**config.mk**
```make
export PLATFORM = sky130hd
export DESIGN_NAME = ssp_top
export DESIGN_NICKNAME = d
export VERILOG_FILES = /design/src/rtl/ssp_pkg.sv /design/src/rtl/ssp_fifo.sv /design/src/rtl/ssp_top.sv
export SDC_FILE = /design/constraint.sdc
export NUM_CORES = 1
export LEC_CHECK = 0
export BUFFER_PORTS_ARGS = -buffer_cell sky130_fd_sc_hd__buf_2
export CORE_AREA = 2 2 204 356
export DETAILED_ROUTE_END_ITERATION = 10
export DIE_AREA = 0 0 206 358
export SLEW_MARGIN = 20
export SYNTH_ARGS = -nofsm -noshare
export SYNTH_HDL_FRONTEND = slang
export SYNTH_SLANG_ARGS = --single-unit
```
**constraint.sdc**
```tcl
create_clock -name clk_i -period 4.5 [get_ports clk_i]
set_input_delay 0.9 -clock clk_i [delete_from_list [all_inputs] [get_ports clk_i]]
set_output_delay 0.9 -clock clk_i [all_outputs]
set_load 0.05 [all_outputs]
```
**src/rtl/ssp_pkg.sv**
```systemverilog
/*
 constants, field layouts and enumerations of the synchronous serial port.
 assumes a 32-bit classic wishbone master and a 10 MHz system clock.
*/
package ssp_pkg;

   localparam int DATA_W = 16;
   localparam int FIFO_DEPTH = 8;
   localparam int SYNC_W = 3;

   localparam logic [7:0] OFS_CTRL = 8'h00;
   localparam logic [7:0] OFS_DATA = 8'h04;
   localparam logic [7:0] OFS_STAT = 8'h08;
   localparam logic [7:0] OFS_PRE = 8'h0C;
   localparam logic [7:0] OFS_DIV = 8'h10;

   localparam int CTRL_SIZE_LSB = 0;
   localparam int CTRL_SIZE_MSB = 3;
   localparam int CTRL_FMT_LSB = 4;
   localparam int CTRL_FMT_MSB = 5;
   localparam int CTRL_POL = 6;
   localparam int CTRL_PHA = 7;
   localparam int CTRL_MST = 8;
   localparam int CTRL_SOD = 9;
   localparam int CTRL_EN = 10;

   localparam int STAT_TXE = 0;
   localparam int STAT_TNF = 1;
   localparam int STAT_RNE = 2;
   localparam int STAT_RFF = 3;
   localparam int STAT_BSY = 4;
   localparam int STAT_OVR = 5;

   localparam logic [3:0] RST_SIZE_M1 = 4'h7;
   localparam logic [3:0] SIZE_M1_MIN = 4'h3;
   localparam logic [7:0] RST_PRE = 8'h02;
   localparam logic [7:0] PRE_MIN = 8'h02;
   localparam logic [7:0] RST_DIV = 8'h00;

   typedef enum logic [1:0] {
      SSP_FMT_SPI = 2'b00,
      SSP_FMT_CMD = 2'b01,
      SSP_FMT_SSF = 2'b10
   } ssp_fmt_t;

   typedef enum logic [1:0] {
      SSP_ST_IDLE = 2'b00,
      SSP_ST_ACTIVE = 2'b01,
      SSP_ST_GAP = 2'b10
   } ssp_st_t;

   // clock periods of a whole frame: command format sends, waits one bit, receives
   function automatic logic [5:0] ssp_total(input logic [1:0] fmt, input logic [3:0] size_m1);
      logic [4:0] size;
      size = {1'b0, size_m1} + 5'h01;
      ssp_total = (fmt == SSP_FMT_CMD) ? {size, 1'b1} : {1'b0, size};
   endfunction

endpackage

```
**src/rtl/ssp_fifo.sv**
```systemverilog
/*
 synchronous queue with valid/ready on both sides.
 assumes DEPTH is a power of two; one clock, synchronous reset.
*/
`timescale 1ns/1ps
module ssp_fifo #(
   parameter int WIDTH = 16,
   parameter int DEPTH = 8
) (
   input wire logic clk_i,
   input wire logic rst_i,
   input wire logic in_valid_i,
   input wire logic [WIDTH-1:0] in_data_i,
   output logic in_ready_o,
   output logic out_valid_o,
   output logic [WIDTH-1:0] out_data_o,
   input wire logic out_ready_i
);
   localparam int AW = $clog2(DEPTH);
   localparam logic [AW:0] FULL_CNT = (AW + 1)'(DEPTH);

   typedef struct packed {
      logic [DEPTH-1:0][WIDTH-1:0] mem;
      logic [AW-1:0] wp;
      logic [AW-1:0] rp;
      logic [AW:0] cnt;
   } ssp_fifo_t;

   ssp_fifo_t s_reg;
   ssp_fifo_t s_next;
   logic push;
   logic pop;

   assign in_ready_o = (s_reg.cnt != FULL_CNT);
   assign out_valid_o = (s_reg.cnt != '0);
   assign out_data_o = s_reg.mem[s_reg.rp];

   always_comb begin
      s_next = s_reg;
      push = in_valid_i & in_ready_o;
      pop = out_valid_o & out_ready_i;
      if (push) begin
         s_next.mem[s_reg.wp] = in_data_i;
         s_next.wp = s_reg.wp + AW'(1);
      end
      if (pop) begin
         s_next.rp = s_reg.rp + AW'(1);
      end
      if (push & !pop) begin
         s_next.cnt = s_reg.cnt + (AW + 1)'(1);
      end else if (pop & !push) begin
         s_next.cnt = s_reg.cnt - (AW + 1)'(1);
      end
   end

   always_ff @(posedge clk_i) begin
      if (rst_i) begin
         s_reg <= '0;
      end else begin
         s_reg <= s_next;
      end
   end
endmodule

```
**src/rtl/ssp_top.sv**
```systemverilog
/*
 synchronous serial port: wishbone registers, clock generation, frame engine
 for master and slave, transmit and receive queues.
 assumes a classic wishbone master on clk_i; pins from outside are asynchronous.
*/
// Added by the designer: register access over Wishbone and the placing of the registers.
`timescale 1ns/1ps
module ssp_top
   import ssp_pkg::*;
(
   input wire logic clk_i,
   input wire logic rst_i,
   input wire logic [7:0] wb_adr_i,
   input wire logic [31:0] wb_dat_i,
   output logic [31:0] wb_dat_o,
   input wire logic wb_we_i,
   input wire logic [3:0] wb_sel_i,
   input wire logic wb_cyc_i,
   input wire logic wb_stb_i,
   output logic wb_ack_o,
   input wire logic sclk_i,
   output logic sclk_o,
   output logic sclk_oe_o,
   input wire logic fss_i,
   output logic fss_o,
   output logic fss_oe_o,
   output logic txd_o,
   output logic txd_oe_o,
   input wire logic rxd_i
);

   typedef struct packed {
      logic [3:0] size_m1;
      logic [1:0] fmt;
      logic pol;
      logic pha;
      logic master;
      logic sod;
      logic en;
      logic [7:0] pre;
      logic [7:0] div;
      logic ack;
      logic [31:0] rdata;
      logic [6:0] pre_cnt;
      logic [7:0] div_cnt;
      ssp_st_t st;
      logic [15:0] sh;
      logic [5:0] bcnt;
      logic sclk;
      logic fss;
      logic txd;
      logic txd_oe;
      logic sclk_oe;
      logic fss_oe;
      logic [SYNC_W-1:0] sy_sclk;
      logic [SYNC_W-1:0] sy_fss;
      logic [SYNC_W-1:0] sy_rxd;
      logic f_sclk;
      logic f_fss;
      logic f_rxd;
      logic ovr;
   } ssp_state_t;

   ssp_state_t s_reg;
   ssp_state_t s_next;

   logic tx_push;
   logic tx_ready;
   logic tx_valid;
   logic [15:0] tx_word;
   logic tx_pop;
   logic rx_push;
   logic rx_ready;
   logic rx_valid;
   logic [15:0] rx_head;
   logic rx_pop;
   logic [15:0] rx_word;
   logic half_tick;
   logic lead;
   logic trail;
   logic bus_req;
   logic pha_eff;
   logic pol_eff;
   logic rxbit;
   logic [5:0] total;
   logic [4:0] size;

   ssp_fifo #(.WIDTH(DATA_W), .DEPTH(FIFO_DEPTH)) u_txq (
      .clk_i(clk_i),
      .rst_i(rst_i),
      .in_valid_i(tx_push),
      .in_data_i(wb_dat_i[15:0]),
      .in_ready_o(tx_ready),
      .out_valid_o(tx_valid),
      .out_data_o(tx_word),
      .out_ready_i(tx_pop)
   );

   ssp_fifo #(.WIDTH(DATA_W), .DEPTH(FIFO_DEPTH)) u_rxq (
      .clk_i(clk_i),
      .rst_i(rst_i),
      .in_valid_i(rx_push),
      .in_data_i(rx_word),
      .in_ready_o(rx_ready),
      .out_valid_o(rx_valid),
      .out_data_o(rx_head),
      .out_ready_i(rx_pop)
   );

   assign wb_dat_o = s_reg.rdata;
   assign wb_ack_o = s_reg.ack;
   assign sclk_o = s_reg.sclk;
   assign sclk_oe_o = s_reg.sclk_oe;
   assign fss_o = s_reg.fss;
   assign fss_oe_o = s_reg.fss_oe;
   assign txd_o = s_reg.txd;
   assign txd_oe_o = s_reg.txd_oe;

   always_comb begin
      s_next = s_reg;
      tx_push = 1'b0;
      tx_pop = 1'b0;
      rx_push = 1'b0;
      rx_pop = 1'b0;
      half_tick = 1'b0;
      lead = 1'b0;
      trail = 1'b0;
      size = {1'b0, s_reg.size_m1} + 5'h01;
      total = ssp_total(s_reg.fmt, s_reg.size_m1);
      // only spi lets software pick the clock shape; the other two are fixed
      pha_eff = (s_reg.fmt == SSP_FMT_SPI) ? s_reg.pha : (s_reg.fmt == SSP_FMT_SSF);
      pol_eff = (s_reg.fmt == SSP_FMT_SPI) ? s_reg.pol : 1'b0;

      // pin inputs: a level counts once the last two stages agree
      s_next.sy_sclk = {s_reg.sy_sclk[SYNC_W-2:0], sclk_i};
      s_next.sy_fss = {s_reg.sy_fss[SYNC_W-2:0], fss_i};
      s_next.sy_rxd = {s_reg.sy_rxd[SYNC_W-2:0], rxd_i};
      if (s_reg.sy_sclk[1] == s_reg.sy_sclk[2]) begin
         s_next.f_sclk = s_reg.sy_sclk[2];
      end
      if (s_reg.sy_fss[1] == s_reg.sy_fss[2]) begin
         s_next.f_fss = s_reg.sy_fss[2];
      end
      if (s_reg.sy_rxd[1] == s_reg.sy_rxd[2]) begin
         s_next.f_rxd = s_reg.sy_rxd[2];
      end
      rxbit = s_reg.f_rxd;

      // wishbone slave: one wait state, ack for exactly one cycle
      bus_req = wb_cyc_i & wb_stb_i & !s_reg.ack;
      s_next.ack = bus_req;
      if (bus_req) begin
         s_next.rdata = '0;
         if (wb_adr_i == OFS_CTRL) begin
            if (wb_we_i & wb_sel_i[0]) begin
               // shorter lengths are raised to the four-bit minimum
               s_next.size_m1 = (wb_dat_i[CTRL_SIZE_MSB:CTRL_SIZE_LSB] < SIZE_M1_MIN) ?
                  SIZE_M1_MIN : wb_dat_i[CTRL_SIZE_MSB:CTRL_SIZE_LSB];
               s_next.fmt = wb_dat_i[CTRL_FMT_MSB:CTRL_FMT_LSB];
               s_next.pol = wb_dat_i[CTRL_POL];
               s_next.pha = wb_dat_i[CTRL_PHA];
            end
            if (wb_we_i & wb_sel_i[1]) begin
               s_next.master = wb_dat_i[CTRL_MST];
               s_next.sod = wb_dat_i[CTRL_SOD];
               s_next.en = wb_dat_i[CTRL_EN];
            end
            s_next.rdata[CTRL_SIZE_MSB:CTRL_SIZE_LSB] = s_reg.size_m1;
            s_next.rdata[CTRL_FMT_MSB:CTRL_FMT_LSB] = s_reg.fmt;
            s_next.rdata[CTRL_POL] = s_reg.pol;
            s_next.rdata[CTRL_PHA] = s_reg.pha;
            s_next.rdata[CTRL_MST] = s_reg.master;
            s_next.rdata[CTRL_SOD] = s_reg.sod;
            s_next.rdata[CTRL_EN] = s_reg.en;
         end else if (wb_adr_i == OFS_DATA) begin
            if (wb_we_i) begin
               // a write to a full queue is dropped; status shows it beforehand
               tx_push = |wb_sel_i[1:0];
            end else begin
               rx_pop = rx_valid;
               s_next.rdata[15:0] = rx_valid ? rx_head : 16'h0000;
            end
         end else if (wb_adr_i == OFS_STAT) begin
            s_next.rdata[STAT_TXE] = !tx_valid;
            s_next.rdata[STAT_TNF] = tx_ready;
            s_next.rdata[STAT_RNE] = rx_valid;
            s_next.rdata[STAT_RFF] = !rx_ready;
            s_next.rdata[STAT_BSY] = (s_reg.st != SSP_ST_IDLE);
            s_next.rdata[STAT_OVR] = s_reg.ovr;
            if (wb_we_i & wb_sel_i[0] & wb_dat_i[STAT_OVR]) begin
               s_next.ovr = 1'b0;
            end
         end else if (wb_adr_i == OFS_PRE) begin
            if (wb_we_i & wb_sel_i[0]) begin
               // odd values lose bit 0 so each half period is whole
               s_next.pre = ({wb_dat_i[7:1], 1'b0} < PRE_MIN) ? PRE_MIN :
                  {wb_dat_i[7:1], 1'b0};
            end
            s_next.rdata[7:0] = s_reg.pre;
         end else if (wb_adr_i == OFS_DIV) begin
            if (wb_we_i & wb_sel_i[0]) begin
               s_next.div = wb_dat_i[7:0];
            end
            s_next.rdata[7:0] = s_reg.div;
         end
      end

      // bit clock: prescaler feeds divider; each divider wrap is half a bit
      if (s_reg.en & s_reg.master & (s_reg.st != SSP_ST_IDLE)) begin
         if (s_reg.pre_cnt == (s_reg.pre[7:1] - 7'h01)) begin
            s_next.pre_cnt = '0;
            if (s_reg.div_cnt == s_reg.div) begin
               s_next.div_cnt = '0;
               half_tick = 1'b1;
            end else begin
               s_next.div_cnt = s_reg.div_cnt + 8'h01;
            end
         end else begin
            s_next.pre_cnt = s_reg.pre_cnt + 7'h01;
         end
      end else begin
         s_next.pre_cnt = '0;
         s_next.div_cnt = '0;
      end

      case (s_reg.st)
         SSP_ST_IDLE: begin
            s_next.bcnt = '0;
            s_next.sclk = pol_eff;
            s_next.fss = (s_reg.fmt != SSP_FMT_SSF);
            if (s_reg.en & s_reg.master & tx_valid & rx_ready) begin
               tx_pop = 1'b1;
               s_next.sh = tx_word;
               s_next.st = SSP_ST_ACTIVE;
               // spi and command frames hold select low; the pulse format pulses high
               s_next.fss = (s_reg.fmt == SSP_FMT_SSF);
               if (!pha_eff) begin
                  s_next.txd = tx_word[s_reg.size_m1];
               end
            end else if (s_reg.en & !s_reg.master & (s_reg.f_fss == (s_reg.fmt == SSP_FMT_SSF))) begin
               // a slave with nothing queued answers with zeros
               tx_pop = tx_valid;
               s_next.sh = tx_valid ? tx_word : 16'h0000;
               s_next.st = SSP_ST_ACTIVE;
               if (!pha_eff) begin
                  s_next.txd = tx_valid ? tx_word[s_reg.size_m1] : 1'b0;
               end
            end
         end
         SSP_ST_ACTIVE: begin
            if (s_reg.master) begin
               if (half_tick) begin
                  s_next.sclk = !s_reg.sclk;
                  lead = (s_reg.sclk == pol_eff);
                  trail = !lead;
                  if (s_reg.fmt == SSP_FMT_SSF) begin
                     s_next.fss = 1'b0;
                  end
               end
            end else begin
               lead = (s_next.f_sclk != s_reg.f_sclk) & (s_next.f_sclk != pol_eff);
               trail = (s_next.f_sclk != s_reg.f_sclk) & (s_next.f_sclk == pol_eff);
               // in spi and command formats a select released in mid-frame abandons the frame
               if ((s_reg.fmt != SSP_FMT_SSF) & s_reg.f_fss) begin
                  s_next.st = SSP_ST_IDLE;
                  lead = 1'b0;
                  trail = 1'b0;
               end
            end
            if (!s_reg.en) begin
               s_next.st = SSP_ST_IDLE;
               lead = 1'b0;
               trail = 1'b0;
            end
            // one shift register serves both ways: sample shifts in at bit 0
            if ((lead & pha_eff) | (trail & !pha_eff & (s_reg.bcnt != total - 6'h01))) begin
               s_next.txd = ((trail ? s_reg.bcnt + 6'h01 : s_reg.bcnt) < {1'b0, size}) ?
                  s_reg.sh[s_reg.size_m1] : 1'b0;
            end
            if ((lead & !pha_eff) | (trail & pha_eff)) begin
               s_next.sh = {s_reg.sh[14:0], rxbit};
            end
            if (trail) begin
               s_next.bcnt = s_reg.bcnt + 6'h01;
               if (s_reg.bcnt == total - 6'h01) begin
                  rx_push = rx_ready;
                  if (!rx_ready) begin
                     s_next.ovr = 1'b1;
                  end
                  s_next.st = s_reg.master ? SSP_ST_GAP : SSP_ST_IDLE;
                  s_next.fss = (s_reg.fmt != SSP_FMT_SSF);
               end
            end
         end
         SSP_ST_GAP: begin
            // idle half bit between frames lets a slave see select rise
            if (half_tick | !s_reg.en) begin
               s_next.st = SSP_ST_IDLE;
            end
         end
         default: begin
            s_next.st = SSP_ST_IDLE;
         end
      endcase

      rx_word = s_next.sh & (16'hFFFF >> (4'hF - s_reg.size_m1));
      s_next.sclk_oe = s_reg.en & s_reg.master;
      s_next.fss_oe = s_reg.en & s_reg.master;
      s_next.txd_oe = s_reg.en & (s_reg.master | ((s_next.st == SSP_ST_ACTIVE) & !s_reg.sod));
   end

   always_ff @(posedge clk_i) begin
      if (rst_i) begin
         s_reg <= '0;
         s_reg.size_m1 <= RST_SIZE_M1;
         s_reg.pre <= RST_PRE;
         s_reg.div <= RST_DIV;
         s_reg.sclk <= 1'b0;
         s_reg.fss <= 1'b1;
         s_reg.f_fss <= 1'b1;
         s_reg.sy_fss <= '1;
      end else begin
         s_reg <= s_next;
      end
   end
endmodule

```
Yosys cells after proc, flatten, opt, wreduce, memory -nomap -nowiden
Cells that the tools add are included.
{ "totals": {"output_inout_bits": 39, "register_bits": 377, "elab_cells": 276, "input_bits": 52} }
{ "op_classes": {"n_eq_ne": 30, "order_cmp": 10, "mux": 98, "n_addsub": 15, "shift": 1, "reduce_logical": 33, "bitwise_logic": 39} }
{ "op_table": {"columns": ["op", "n"], "rows": [
  ["128-bit bitwise mux", 2],
  ["16-bit two-way mux", 8],
  ["16-bit binary-select mux with 3-bit select", 2],
  ["16-bit demux with 3-bit select", 2],
  ["1-bit two-way mux", 52],
  ["25-bit case mux with 2 select lines", 1],
  ["8-bit two-way mux", 6],
  ["18-bit two-way mux", 2],
  ["1-bit bitwise AND", 29],
  ["2-bit two-way mux", 10],
  ["4-bit two-way mux", 5],
  ["6-bit two-way mux", 3],
  ["16-bit bitwise AND", 1],
  ["8-bit by 4-bit == test with 1-bit output, second input constant", 2],
  ["3-bit by 4-bit less-than comparator with 1-bit output, second input constant", 4],
  ["16-bit by 4-bit right shift with 16-bit output, first input constant", 1],
  ["1-bit logical NOT", 13],
  ["3-bit by 1-bit adder with 3-bit output, second input constant", 4],
  ["11-bit two-way mux", 1],
  ["3-bit inequality test, second input constant", 3],
  ["3-bit AND reduction", 3],
  ["4-bit by 1-bit adder with 4-bit output, second input constant", 2],
  ["8-bit by 1-bit adder with 8-bit output, second input constant", 1],
  ["1-bit binary-select mux with 4-bit select", 2],
  ["38 further kinds", 67]
]} }

Logic depth before layout (Yosys ltp)
Gate-level depths: netlist of run 1.
{ "depth": {"depth_word": 15, "mapped_depth": 19, "mapped_depth_nobuf": 18} }

Modules after synthesis
Synthesis of run 1 repeated with hierarchy kept, for this count alone.
{ "hier_totals": {"hier_cells": 1980, "area_unflattened_um2": 17983.5} }
{ "modules_own_cells": {"columns": ["module", "n_inst", "seq_area_each_um2", "cells_each", "area_each_um2"], "rows": [
  ["ssp_fifo", 2, 2762.6, 647, 6048.3],
  ["ssp_top", 1, 2001.9, 686, 5886.9]
]} }

Least setup slack after synthesis of run 1
Ideal clock, no wire load.
{ "synth_timing": {"path_type": "reg-to-reg", "startpoint": "register s_reg[115] (netlist name)", "endpoint": "register u_rxq.s_reg[3] (netlist name)", "setup_ps": 70, "slack_ps": 423, "path_stages_with_launch": 20, "required_ps": 4430, "synth_period_minus_slack_ps": 4077, "path_buffers": 2, "t_arrival_ps": 4007, "cell_sequence": "dfxtp_1 buf_4 clkbuf_1 inv_2 ha_1 nor2_1 o2111ai_1 and4_1 or4_1 o211ai_2 or2_1 nor3_1 ha_1 inv_1 ha_1 a21o_1 a21oi_1 xnor2_1 or3_1 a21oi_1"} }
{ "synth_between": {"elab_chain_cells": 11, "word_cells_on_any_way": 13, "cone_classes": "add/sub (2); eq/ne (1); mux (5); bitwise (3); reduce/logical (2)"} }
{ "synth_rtl": {"columns": ["item", "line", "rtl"], "rows": [
  ["from (decl)", "ssp_top.sv:64", "ssp_state_t s_reg;"],
  ["from (signal assigned)", "ssp_top.sv:323", "s_reg <= s_next;"],
  ["4-bit by 1-bit adder with 5-bit output (*)", "ssp_pkg.sv:55", "size = {1'b0, size_m1} + 5'h01;"],
  ["6-bit two-way mux (*)", "ssp_pkg.sv:56", "ssp_total = (fmt == SSP_FMT_CMD) ? {size, 1'b1} : {1'b0, size};"],
  ["6-bit by 1-bit subtractor with 6-bit output (*)", "ssp_top.sv:285", "if (s_reg.bcnt == total - 6'h01) begin"],
  ["6-bit == test (*)", "ssp_top.sv:285", null],
  ["1-bit two-way mux (*)", "ssp_top.sv:285", null],
  ["1-bit two-way mux (*)", "ssp_top.sv:283", "if (trail) begin"],
  ["1-bit two-way mux (*)", "ssp_top.sv:226", "case (s_reg.st)"],
  ["1-bit bitwise AND (*)", "ssp_fifo.sv:40", "push = in_valid_i & in_ready_o;"],
  ["net u_rxq.push", "ssp_fifo.sv:31", "logic push;"],
  ["1-bit logical NOT", "ssp_fifo.sv:51", "end else if (pop & !push) begin"],
  ["1-bit bitwise AND", "ssp_fifo.sv:51", null],
  ["2-bit nonzero test (no line)", null, null],
  ["to (signal assigned)", "ssp_fifo.sv:60", "s_reg <= s_next;"],
  ["to (decl)", "ssp_fifo.sv:29", "ssp_fifo_t s_reg;"]
]} }
The timed path passes the listed nets; every way through them passes the cells marked *.
A chain may end at the register's enable or synchronous reset.

Worst setup path in the final report of run 1
Ends and elaborated chain as after synthesis.

==> results.sh, run 1 <==
export IMPL_die_h_um=358
export IMPL_period_minus_slack_ps=4199
export IMPL_grt_pass1_vias=13620
export IMPL_place_area_mm2=0.01871
export IMPL_layout_area_overhead_vs_synth_pct=13.57
export IMPL_r2r_end="u_rxq.s_reg[3]"
export IMPL_antenna_found_initial=6
export IMPL_worst_slew_pin_slew_ps=1101
export IMPL_outcome="complete, no violations"
export IMPL_synthFlopType="dfxtp_1"
export IMPL_die_width_um=206
export IMPL_rows=129
export IMPL_pin_count=91
export IMPL_dr_first_iter_drc_count=892
export IMPL_grt_remaining_overflow=0
export IMPL_post_cts_setup_buffers=0
export IMPL_setup_ws_ps=301.3
export IMPL_clock_latency_ps=560
export IMPL_reg2regPathDepth=18
export IMPL_postRouteAntennaNets=0
export IMPL_crit_required_ps=4970
export IMPL_timing_final_crit_share_pct=93.30
export IMPL_synth_seq_cells=376
export IMPL_holdPathStages=1
export IMPL_wire_per_inst_um=19.36
export IMPL_viasPerCell=5.013
export IMPL_clkTransAtPathRegs_ps=80
export IMPL_synthTopCellsByCount="376 x dfxtp_1, 272 x nor2_1, 183 x mux2i_1, 104 x a22o_1, 91 x nand2_1"
export IMPL_reg2reg_slack_ps=300
export IMPL_synth_top_cell_area_share_pct=42.92
export IMPL_fmax_mhz=238.2
export IMPL_start_kind="register"
export IMPL_hold_viol=0
export IMPL_start_util_pct=24.81
export IMPL_design_area_mm2=0.01992
export IMPL_dp_hpwl_mm=37.26
export IMPL_fin_skew_ps=24.84
export IMPL_min_to="s_next[9]"
export IMPL_syn_area_mm2=0.01754
export IMPL_placeableCoreArea_mm2=0.07070
export IMPL_port_buffers=56
export IMPL_regArea_mm2=0.007528
export IMPL_yosysUniqueCellTypes=79
export IMPL_timing_worst_setup_path_type="register to register"
export IMPL_cap_violations=0
export IMPL_rsz0062_at_grt="no"
export IMPL_fin_setup_tns_ps=0
export IMPL_clkSinkCount=376
export IMPL_ir_worst_vdd_v=0.0002463
export IMPL_drt_pass1_iterations=6
export IMPL_drc_errors=0
export IMPL_synth_largest_area_cell="dfxtp_1"
export IMPL_setup_worst_path_end_class="register"
export IMPL_hp_class="register to register"
export IMPL_fill_cells=7385
export IMPL_yosys_top_cells_area="dfxtp_1 43%, mux2i_1 10%, mux4_2 8.9%"
export IMPL_synth_edff_count=0
export IMPL_diodes=0
export IMPL_multi_input_area_mm2=0.009184
export IMPL_arrival_ps=4670
export IMPL_drive_gt1_share_pct=17.49
export IMPL_drt_wl_total_mm=51.72
export IMPL_p_per_area_mw_per_mm2=334.7
export IMPL_layout_nets=1807
export IMPL_hold_start="s_next[8]"
export IMPL_ys_warn_count=0
export IMPL_yosysMostFrequentCell="dfxtp_1"
export IMPL_cts_buffers=35
export IMPL_postCtsHoldBufs=0
export IMPL_slew_headroom_pct=26.39
export IMPL_dpl_worst_slack_ps=359.1
export IMPL_cts_root_buf="clkbuf_16"
export IMPL_async_flop_share_pct=0
export IMPL_die_area_mm2=0.07375
export IMPL_syn_area_per_cell_um2=10.13
export IMPL_cts_tree="built"
export IMPL_grt_max_degree=101
export IMPL_r2r_start="s_reg[115]"
export IMPL_crit_path_max_fanout=5
export IMPL_htree_levels=2
export IMPL_postCtsResizedCells=0
export IMPL_synthCells=1732
export IMPL_ys_seq_area_share_pct=42.92
export IMPL_leakage_nw=7.684
export IMPL_finalSetupViolations=0
export IMPL_final_max_slew_viol_count=0
export IMPL_clockBufferDepth=3
export IMPL_gp_congestion=0.9038
export IMPL_track_usage_pct=13.96
export IMPL_grt_pass1_wl_mm=79.63
export IMPL_vias=13400
-- how the worst max path moves through the flow --
stage	start	to	slack, ps	cells past startpoint
after floorplan	s_reg[115]	u_rxq.s_reg[3]	420	19
after global placement	s_reg[115]	u_rxq.s_reg[3]	280	18
after detailed placement	s_reg[115]	u_rxq.s_reg[3]	360	18
after CTS	s_reg[115]	u_rxq.s_reg[3]	340	18
after global routing	s_reg[115]	u_rxq.s_reg[3]	6	18
final	s_reg[115]	u_rxq.s_reg[3]	300	18
-- cells by family after synthesis --
kind of cell | Yosys count | synth area share, %
buffers and inverters | 191 | 5.194
adders and majority gates | 26 | 1.926
other | 1 | 0.02138
AOI/OAI and AO/OA | 286 | 12.76
and+or+nand+nor | 531 | 14.17
xor gates and xnor gates | 51 | 2.547
muxes | 270 | 20.46
DFF | 376 | 42.92
-- power by group --
part / internal, mW / switching, mW
clock: 1.83 / 1.35
sequential: 3.33 / 0.00202
combinational: 0.0239 / 0.139
total: 5.18 / 1.49
-- metal layers --
layer | GRT usage (%) | vias up | wire, um
li1 | - | 6180 | -
met1 | 14.41 | 6608 | 18760
met2 | 25.88 | 434 | 26960
met3 | 2.045 | 164 | 2383
met4 | 9.229 | 10 | 3570
met5 | 0 | - | 55
-- cells in the final DEF, fill, tap and decap left out, types with 9 or more instances in the layout --
| cell | n |
|---|---|
| a21oi_1 | 49 |
| a221oi_1 | 12 |
| a221oi_2 | 9 |
| a22o_1 | 104 |
| a22oi_1 | 17 |
| and3_1 | 12 |
| buf_2 | 55 |
| buf_4 | 55 |
| clkbuf_16 | 36 |
| conb_1 | 16 |
| dfxtp_1 | 375 |
| ha_1 | 23 |
| inv_1 | 20 |
| mux2_2 | 18 |
| mux2i_1 | 183 |
| mux4_2 | 69 |
| nand2_1 | 91 |
| nand2b_1 | 11 |
| nand3_1 | 28 |
| nor2_1 | 271 |
| nor2b_1 | 14 |
| nor3_1 | 22 |
| o21ai_0 | 25 |
| xnor2_1 | 19 |
| xor2_1 | 32 |
-- metrics by stage --
stage / total power, mW / hold WS (ps) / instances / util, %
finish: 6.666 / 419.4 / 2672 / 28.17
detailed placement: 3.570 / 403.3 / 2610 / 26.46
global placement: 3.568 / 408.9 / 2610 / 26.46
floorplan: 3.528 / 389.5 / 1747 / -
global route: 6.850 / 454.7 / 2672 / 28.17
CTS: 6.729 / 425.2 / 2672 / 28.17
-- critical path, cell delays in order (launching register included) --
cell	delay (ps)
dfxtp_1	400
ha_1	220
inv_1	50
ha_1	330
nor2_1	220
o2111ai_1	220
o22ai_1	210
a21oi_1	80
nand4b_1	280
or2_1	340
nor3_1	270
ha_1	230
inv_1	90
ha_1	290
a21o_1	170
a21oi_1	170
xnor2_1	90
or3_1	300
a21oi_1	130
-- cell type report --
class	count	share of cell area (%)
Tap cell	917	5.761
Clock inverter	14	0.9800
Multi-Input combinational cell	1180	46.11
Inverter	23	0.4335
Timing Repair Buffer	114	3.813
Clock buffer	48	5.101
Sequential cell	376	37.80
No activity file was read; power rests on OpenSTA's default activity.
==> run 2: changes to the inputs <==
Settings changed: BUFFER_PORTS_ARGS -buffer_cell sky130_fd_sc_hd__buf_2 to not set, DONT_BUFFER_PORTS set to 1.
==> run 2 against run 1 <==
  * First-iteration DRC count down 0.78%
  * Register-to-register slack about the same
  * Worst setup slack better by 5.4 ps
  * Sequential power about the same
  * Flip-flop and latch count unchanged
  * Power down 3.2%
  * Fmax up 0.13%
  * Critical path type unchanged
  * Highest routed layer is now met4
==> results.sh, run 2 (synthesis results as in run 1) <==
export IMPL_timing_worst_setup_path_type="register to register"
export IMPL_dr_first_iter_drc_count=885
export IMPL_drive_gt1_share_pct=15.26
export IMPL_rsz0062_at_grt="no"
export IMPL_dp_cells=2558
export IMPL_grt_max_degree=245
export IMPL_cts_root_buf="clkbuf_16"
export IMPL_placeableCoreArea_mm2=0.07070
export IMPL_place_area_mm2=0.01844
export IMPL_final_max_slew_viol_count=0
export IMPL_start_kind="register"
export IMPL_internal_power_mw=5.052
export IMPL_antenna_found_initial=0
export IMPL_worst_slew_pin_slew_ps=1120
export IMPL_hp_class="register to register"
export IMPL_fin_util_pct=27.76
export IMPL_clock_latency_ps=540
export IMPL_drt_pass1_iterations=5
export IMPL_finalPower_mw=6.453
export IMPL_layout_area_overhead_vs_synth_pct=11.91
export IMPL_p_seq_share_pct=51.7
export IMPL_arrival_ps=4660
export IMPL_fin_skew_ps=27.97
export IMPL_finalSetupViolations=0
export IMPL_dpl_worst_slack_ps=277.3
export IMPL_crit_path_max_fanout=5
export IMPL_gp_congestion=0.8514
export IMPL_drc_errors=0
export IMPL_crit_required_ps=4960
export IMPL_leakage_nw=7.429
export IMPL_finalNonFillerCells=2621
export IMPL_final_common_cell="dfxtp_1"
export IMPL_grt_pass1_wl_mm=77.14
export IMPL_die_width_um=206
export IMPL_die_h_um=358
export IMPL_cts_tree="built"
export IMPL_p_comb_share_pct=1.3
export IMPL_start_util_pct=24.81
export IMPL_cap_violations=0
export IMPL_timing_final_crit_share_pct=93.18
export IMPL_period_minus_slack_ps=4193
export IMPL_ir_worst_vdd_v=0.0002016
export IMPL_track_usage_pct=13.49
export IMPL_clkTransAtPathRegs_ps=70
export IMPL_outcome="complete, no violations"
export IMPL_layout_nets=1755
export IMPL_die_area_mm2=0.07375
export IMPL_rows=129
export IMPL_pin_count=91
export IMPL_postCtsHoldBufs=0
export IMPL_grt_remaining_overflow=0
export IMPL_design_area_mm2=0.01963
export IMPL_postCtsResizedCells=0
export IMPL_htree_levels=2
export IMPL_power_frac_clock_pct=47.1
export IMPL_setup_worst_path_end_class="register"
export IMPL_vias=13110
export IMPL_hold_viol=0
export IMPL_post_cts_setup_buffers=0
export IMPL_hold_worst_slack_ps=418.6
export IMPL_diodes=0
export IMPL_fmax_mhz=238.5
export IMPL_viasPerCell=5.000
export IMPL_dp_hpwl_mm=35.36
export IMPL_wire_per_inst_um=19.15
export IMPL_switchingPower_mw=1.401
export IMPL_fin_setup_tns_ps=0
export IMPL_port_buffers=0
export IMPL_clkSinkCount=376
export IMPL_slew_headroom_pct=25.09
export IMPL_setup_ws_ps=306.7
export IMPL_final_cell_mix="374 x dfxtp_1, 270 x nor2_1, 183 x mux2i_1"
export IMPL_grt_pass1_vias=13240
export IMPL_switching_share_pct=21.71
export IMPL_p_per_area_mw_per_mm2=328.8
export IMPL_drt_wl_total_mm=50.19
export IMPL_postRouteAntennaNets=0
export IMPL_clockBufferDepth=3
export IMPL_cts_buffers=35
[run 2: cell count changes in the layout (fill, tap and decap cells not counted), sizes merged]
cell / before / now
bufinv: 4 / 1
clkinv: 9 / 11
buf: 114 / 62
clkinvlp: 1 / 0
clkbuf: 48 / 51
[run 2: area by class of cell]
cell class / count / area, um^2
multi-input cells: 1180 / 9195
repair buffers: 62 / 490.5
well taps: 917 / 1147
clock inverters: 12 / 118.9
clock buffers: 51 / 1057
inverters: 23 / 86.33
fillers: 7326 / 51070
flip-flops and latches: 376 / 7530
[run 2: final timing paths]
path                            startpoint              to  slack (ps)  cells past startpoint
worst max register to register  s_reg[115]  u_rxq.s_reg[3]         310                     18
worst min-delay path             s_next[8]       s_next[9]         420                      1
worst min register to register   s_next[8]       s_next[9]         420                      1
worst max-delay path            s_reg[115]  u_rxq.s_reg[3]         310                     18
[run 2: per-layer routing]
layer  global-route usage (%)  part of all wire [%]
met3                    2.554                   5.5
met1                    14.03                    37
met5                        0                     0
met2                    24.93                    52
met4                    7.914                   5.9
[run 2: power groups by stage]
stage / clock [mW] / sequential, mW / combinational, mW
after floorplan: 0 / 3.41 / 0.119
after global placement: 0 / 3.41 / 0.0801
after detailed placement: 0 / 3.41 / 0.0808
after CTS: 3.12 / 3.33 / 0.0810
after global routing: 3.22 / 3.33 / 0.0859
final: 3.04 / 3.33 / 0.0824
[run 2: worst max-delay path: stages, from the launching register on]
cell and delay, ps:
dfxtp_1 460, ha_2 280, inv_1 50, ha_1 350, nor2_2 170, o2111ai_1 190, o22ai_1 220, a21oi_1 90
nand4b_1 210, or2_1 300, nor3_1 280, ha_1 240, inv_1 100, ha_1 280, a21o_1 180, a21oi_1 190
xnor2_1 100, or3_1 300, a21oi_1 130
==> run 3: changes to the inputs <==
Settings changed: CORE_AREA 2 2 204 356 to 2 2 206 360, DIE_AREA 0 0 206 358 to 0 0 208 362, SYNTH_HIERARCHICAL set to 1.
==> run 3 against run 2 <==
  * Clock power grew 6%
  * Global-route usage grew 0.25 points
  * Power grew 2.2%
  * Highest routed layer unchanged
  * Via count grew 5.7%
  * Register-to-register slack gained 20 ps
  * Sequential power is essentially flat
  * Die area grew 2.1%
  * Fmax grew 0.44%
==> results.sh, run 3 <==
export IMPL_ys_warn_count=6
export IMPL_drt_wl_total_mm=52.71
export IMPL_htree_levels=2
export IMPL_switchingPower_mw=1.405
export IMPL_place_area_mm2=0.01881
export IMPL_rows=131
export IMPL_switching_share_pct=21.30
export IMPL_finalSetupViolations=0
export IMPL_wire_per_inst_um=18.46
export IMPL_fmax_mhz=239.5
export IMPL_hold_viol=0
export IMPL_dp_hpwl_mm=36.07
export IMPL_synth_edff_count=0
export IMPL_outcome="complete, no violations"
export IMPL_clkSinkCount=376
export IMPL_yosys_top_cells_area="dfxtp_1 42%, mux4_2 9.3%, nand2_1 7.8%"
export IMPL_drc_errors=0
export IMPL_drive_gt1_share_pct=14.65
export IMPL_yosysUniqueCellTypes=79
export IMPL_placeableCoreArea_mm2=0.07245
export IMPL_layout_area_overhead_vs_synth_pct=11.45
export IMPL_port_buffers=0
export IMPL_track_usage_pct=13.74
export IMPL_crit_path_top_delay_cell="or3b_1"
export IMPL_arrival_ps=4610
export IMPL_synth_largest_area_cell="dfxtp_1"
export IMPL_start_kind="register"
export IMPL_die_area_mm2=0.07530
export IMPL_gp_congestion=0.8317
export IMPL_leakage_nw=6.843
export IMPL_final_common_cell="nand2_1"
export IMPL_synth_top_family_by_area="simple AND/OR/NAND/NOR gates"
export IMPL_synth_seq_cells=376
export IMPL_start_util_pct=24.82
export IMPL_p_comb_share_pct=0.8
export IMPL_antenna_found_initial=0
export IMPL_grt_max_degree=357
export IMPL_final_cell_mix="376 x nand2_1, 374 x dfxtp_1, 229 x nor2_1"
export IMPL_fin_setup_tns_ps=0
export IMPL_dpl_worst_slack_ps=182.3
export IMPL_grt_pass1_wl_mm=81.25
export IMPL_crit_path_max_fanout=4
export IMPL_synthCells=1980
export IMPL_dr_first_iter_drc_count=955
export IMPL_crit_required_ps=4930
export IMPL_async_flop_share_pct=0
export IMPL_diodes=0
export IMPL_synthMuxAreaShare_pct=18.33
export IMPL_clkTransAtPathRegs_ps=70
export IMPL_hp_class="register to register"
export IMPL_cts_tree="built"
export IMPL_grt_remaining_overflow=0
export IMPL_p_seq_share_pct=50.6
export IMPL_yosys_area_share_simple_pct=19.14
export IMPL_hold_worst_slack_ps=426.7
export IMPL_post_cts_setup_buffers=0
export IMPL_timing_final_crit_share_pct=92.77
export IMPL_die_h_um=362
export IMPL_power_frac_clock_pct=48.7
export IMPL_die_width_um=208
export IMPL_design_area_mm2=0.02004
export IMPL_pin_count=91
export IMPL_clockBufferDepth=3
export IMPL_cts_root_buf="clkbuf_16"
export IMPL_ys_seq_area_share_pct=41.86
export IMPL_ir_worst_vdd_v=0.0002615
export IMPL_fin_skew_ps=32.67
export IMPL_synth_xor_xnor_area_share_pct=2.560
export IMPL_clock_latency_ps=560
export IMPL_period_minus_slack_ps=4175
export IMPL_postRouteAntennaNets=0
export IMPL_final_max_slew_viol_count=0
export IMPL_cts_buffers=35
export IMPL_cp_common_cell="ha_1"
export IMPL_internal_power_mw=5.192
export IMPL_cap_violations=0
export IMPL_cpPeakStageDelay_ps=400
export IMPL_drt_pass1_iterations=7
export IMPL_layout_nets=1977
export IMPL_viasPerCell=4.851
export IMPL_p_per_area_mw_per_mm2=329.2
export IMPL_slew_headroom_pct=27.68
export IMPL_syn_area_per_cell_um2=9.083
export IMPL_rsz0062_at_grt="no"
export IMPL_syn_area_mm2=0.01798
export IMPL_setup_worst_path_end_class="register"
export IMPL_vias=13850
export IMPL_path_cells="ha_1 > inv_1 > ha_1 > or3b_1 > nor2_1 > nand3_1 > a31oi_1 > o2111ai_2 > nor3_2 > and3_2 > nand2_1 > inv_1 > ha_1 > inv_1 > ha_1 > a21oi_1 > a211oi_1 > a31oi_1 > mux2_2"
export IMPL_synth_top_cell_area_share_pct=41.86
export IMPL_worst_slew_pin_slew_ps=1077
export IMPL_synthAdderAreaFrac_pct=1.879
export IMPL_grt_pass1_vias=13750
export IMPL_setup_ws_ps=325.2
export IMPL_synthTopCellsByCount="376 x dfxtp_1, 376 x nand2_1, 229 x nor2_1, 194 x a21oi_1, 120 x mux2i_1"
export IMPL_synthFlopType="dfxtp_1"
export IMPL_critical_path_top_delay_family="simple AND/OR/NAND/NOR gates"
export IMPL_timing_worst_setup_path_type="register to register"
export IMPL_synth_compound_area_share_pct=10.46
export IMPL_worstPathBufferInverterCount=3
run 3: changes by cell type after synthesis, sizes merged, moves of 10 or more:
cell and delta:
nand2 +284, nor2 -45, xor2 -12, a21oi +142, a222oi +17, clkbuf +32, mux2 +20, xnor2 +11
a22oi -10, a22o -104, a221oi -10, mux2i -63
run 3: path summary, 6_finish.rpt:
check	startpoint	to	slack, ps	depth (start not counted)
min	s_next[8]	s_next[9]	430	1
min reg2reg	s_next[8]	s_next[9]	430	1
max	s_reg[114]	u_rxq/s_reg[3]	330	19
max reg2reg	s_reg[114]	u_rxq/s_reg[3]	330	19
run 3: cell families after synthesis:
| logic type | after synthesis |
|---|---|
| XOR/XNOR | 51 |
| AND/OR/NAND/NOR | 768 |
| adder cells (fa/ha/maj) | 26 |
| multiplexers | 232 |
| AO/OA/AOI/OAI | 306 |
| other | 1 |
| flip-flops | 376 |
| buffers and inverters | 220 |
run 3: per-layer routing:
layer  vias up  part of all wire, %  GRT usage [%]
met5         -                    0              0
met3       119                  3.6          1.896
met4         0                  5.0          6.939
met2       317                   54          26.75
li1       6644                    -              -
met1      6774                   37          14.12
run 3: stage by stage:
step	total power, mW	utilization, %	std cells
after floorplan	3.525	-	1995
after global routing	6.774	27.67	2856
after detailed placement	3.464	25.97	2794
after global placement	3.463	25.96	2794
final	6.597	27.67	2856
after CTS	6.656	27.66	2856
run 3: power groups by stage:
stage | combinational, mW | sequential [mW] | clock [mW]
2_1_floorplan | 0.116 | 3.41 | 0
3_3_place_gp | 0.0502 | 3.41 | 0
3_5_place_dp | 0.0503 | 3.41 | 0
4_1_cts | 0.0503 | 3.34 | 3.27
5_1_grt | 0.0534 | 3.33 | 3.39
6_report | 0.0508 | 3.34 | 3.21
run 3: cell type report:
cell class              instances  area, um^2
clock buffers                  46       988.4
clock inverters                16       235.2
fillers                      7632       52400
inverters                      22       82.58
multi-input cells            1399        9547
flip-flops and latches        376        7530
well taps                     931        1165
repair buffers                 66       495.5
run 3: worst register-to-register path: stages (launching register included):
cell       delay [ps]
dfxtp_1           390
ha_1              220
inv_1              60
ha_1              310
or3b_1            400
nor2_1             90
nand3_1            80
a31oi_1           240
o2111ai_2         260
nor3_2            220
and3_2            270
nand2_1           110
inv_1              70
ha_1              160
inv_1              90
ha_1              330
a21oi_1           180
a211oi_1          100
a31oi_1           160
mux2_2            340
run 3: repair_timing:
| item | in CTS | in global routing |
|---|---|---|
| hold buffers | 0 | 0 |
| gates resized for setup | 0 | 2 |
| setup endpoints to repair | 0 | 1 |
| hold endpoints to repair | 0 | 0 |
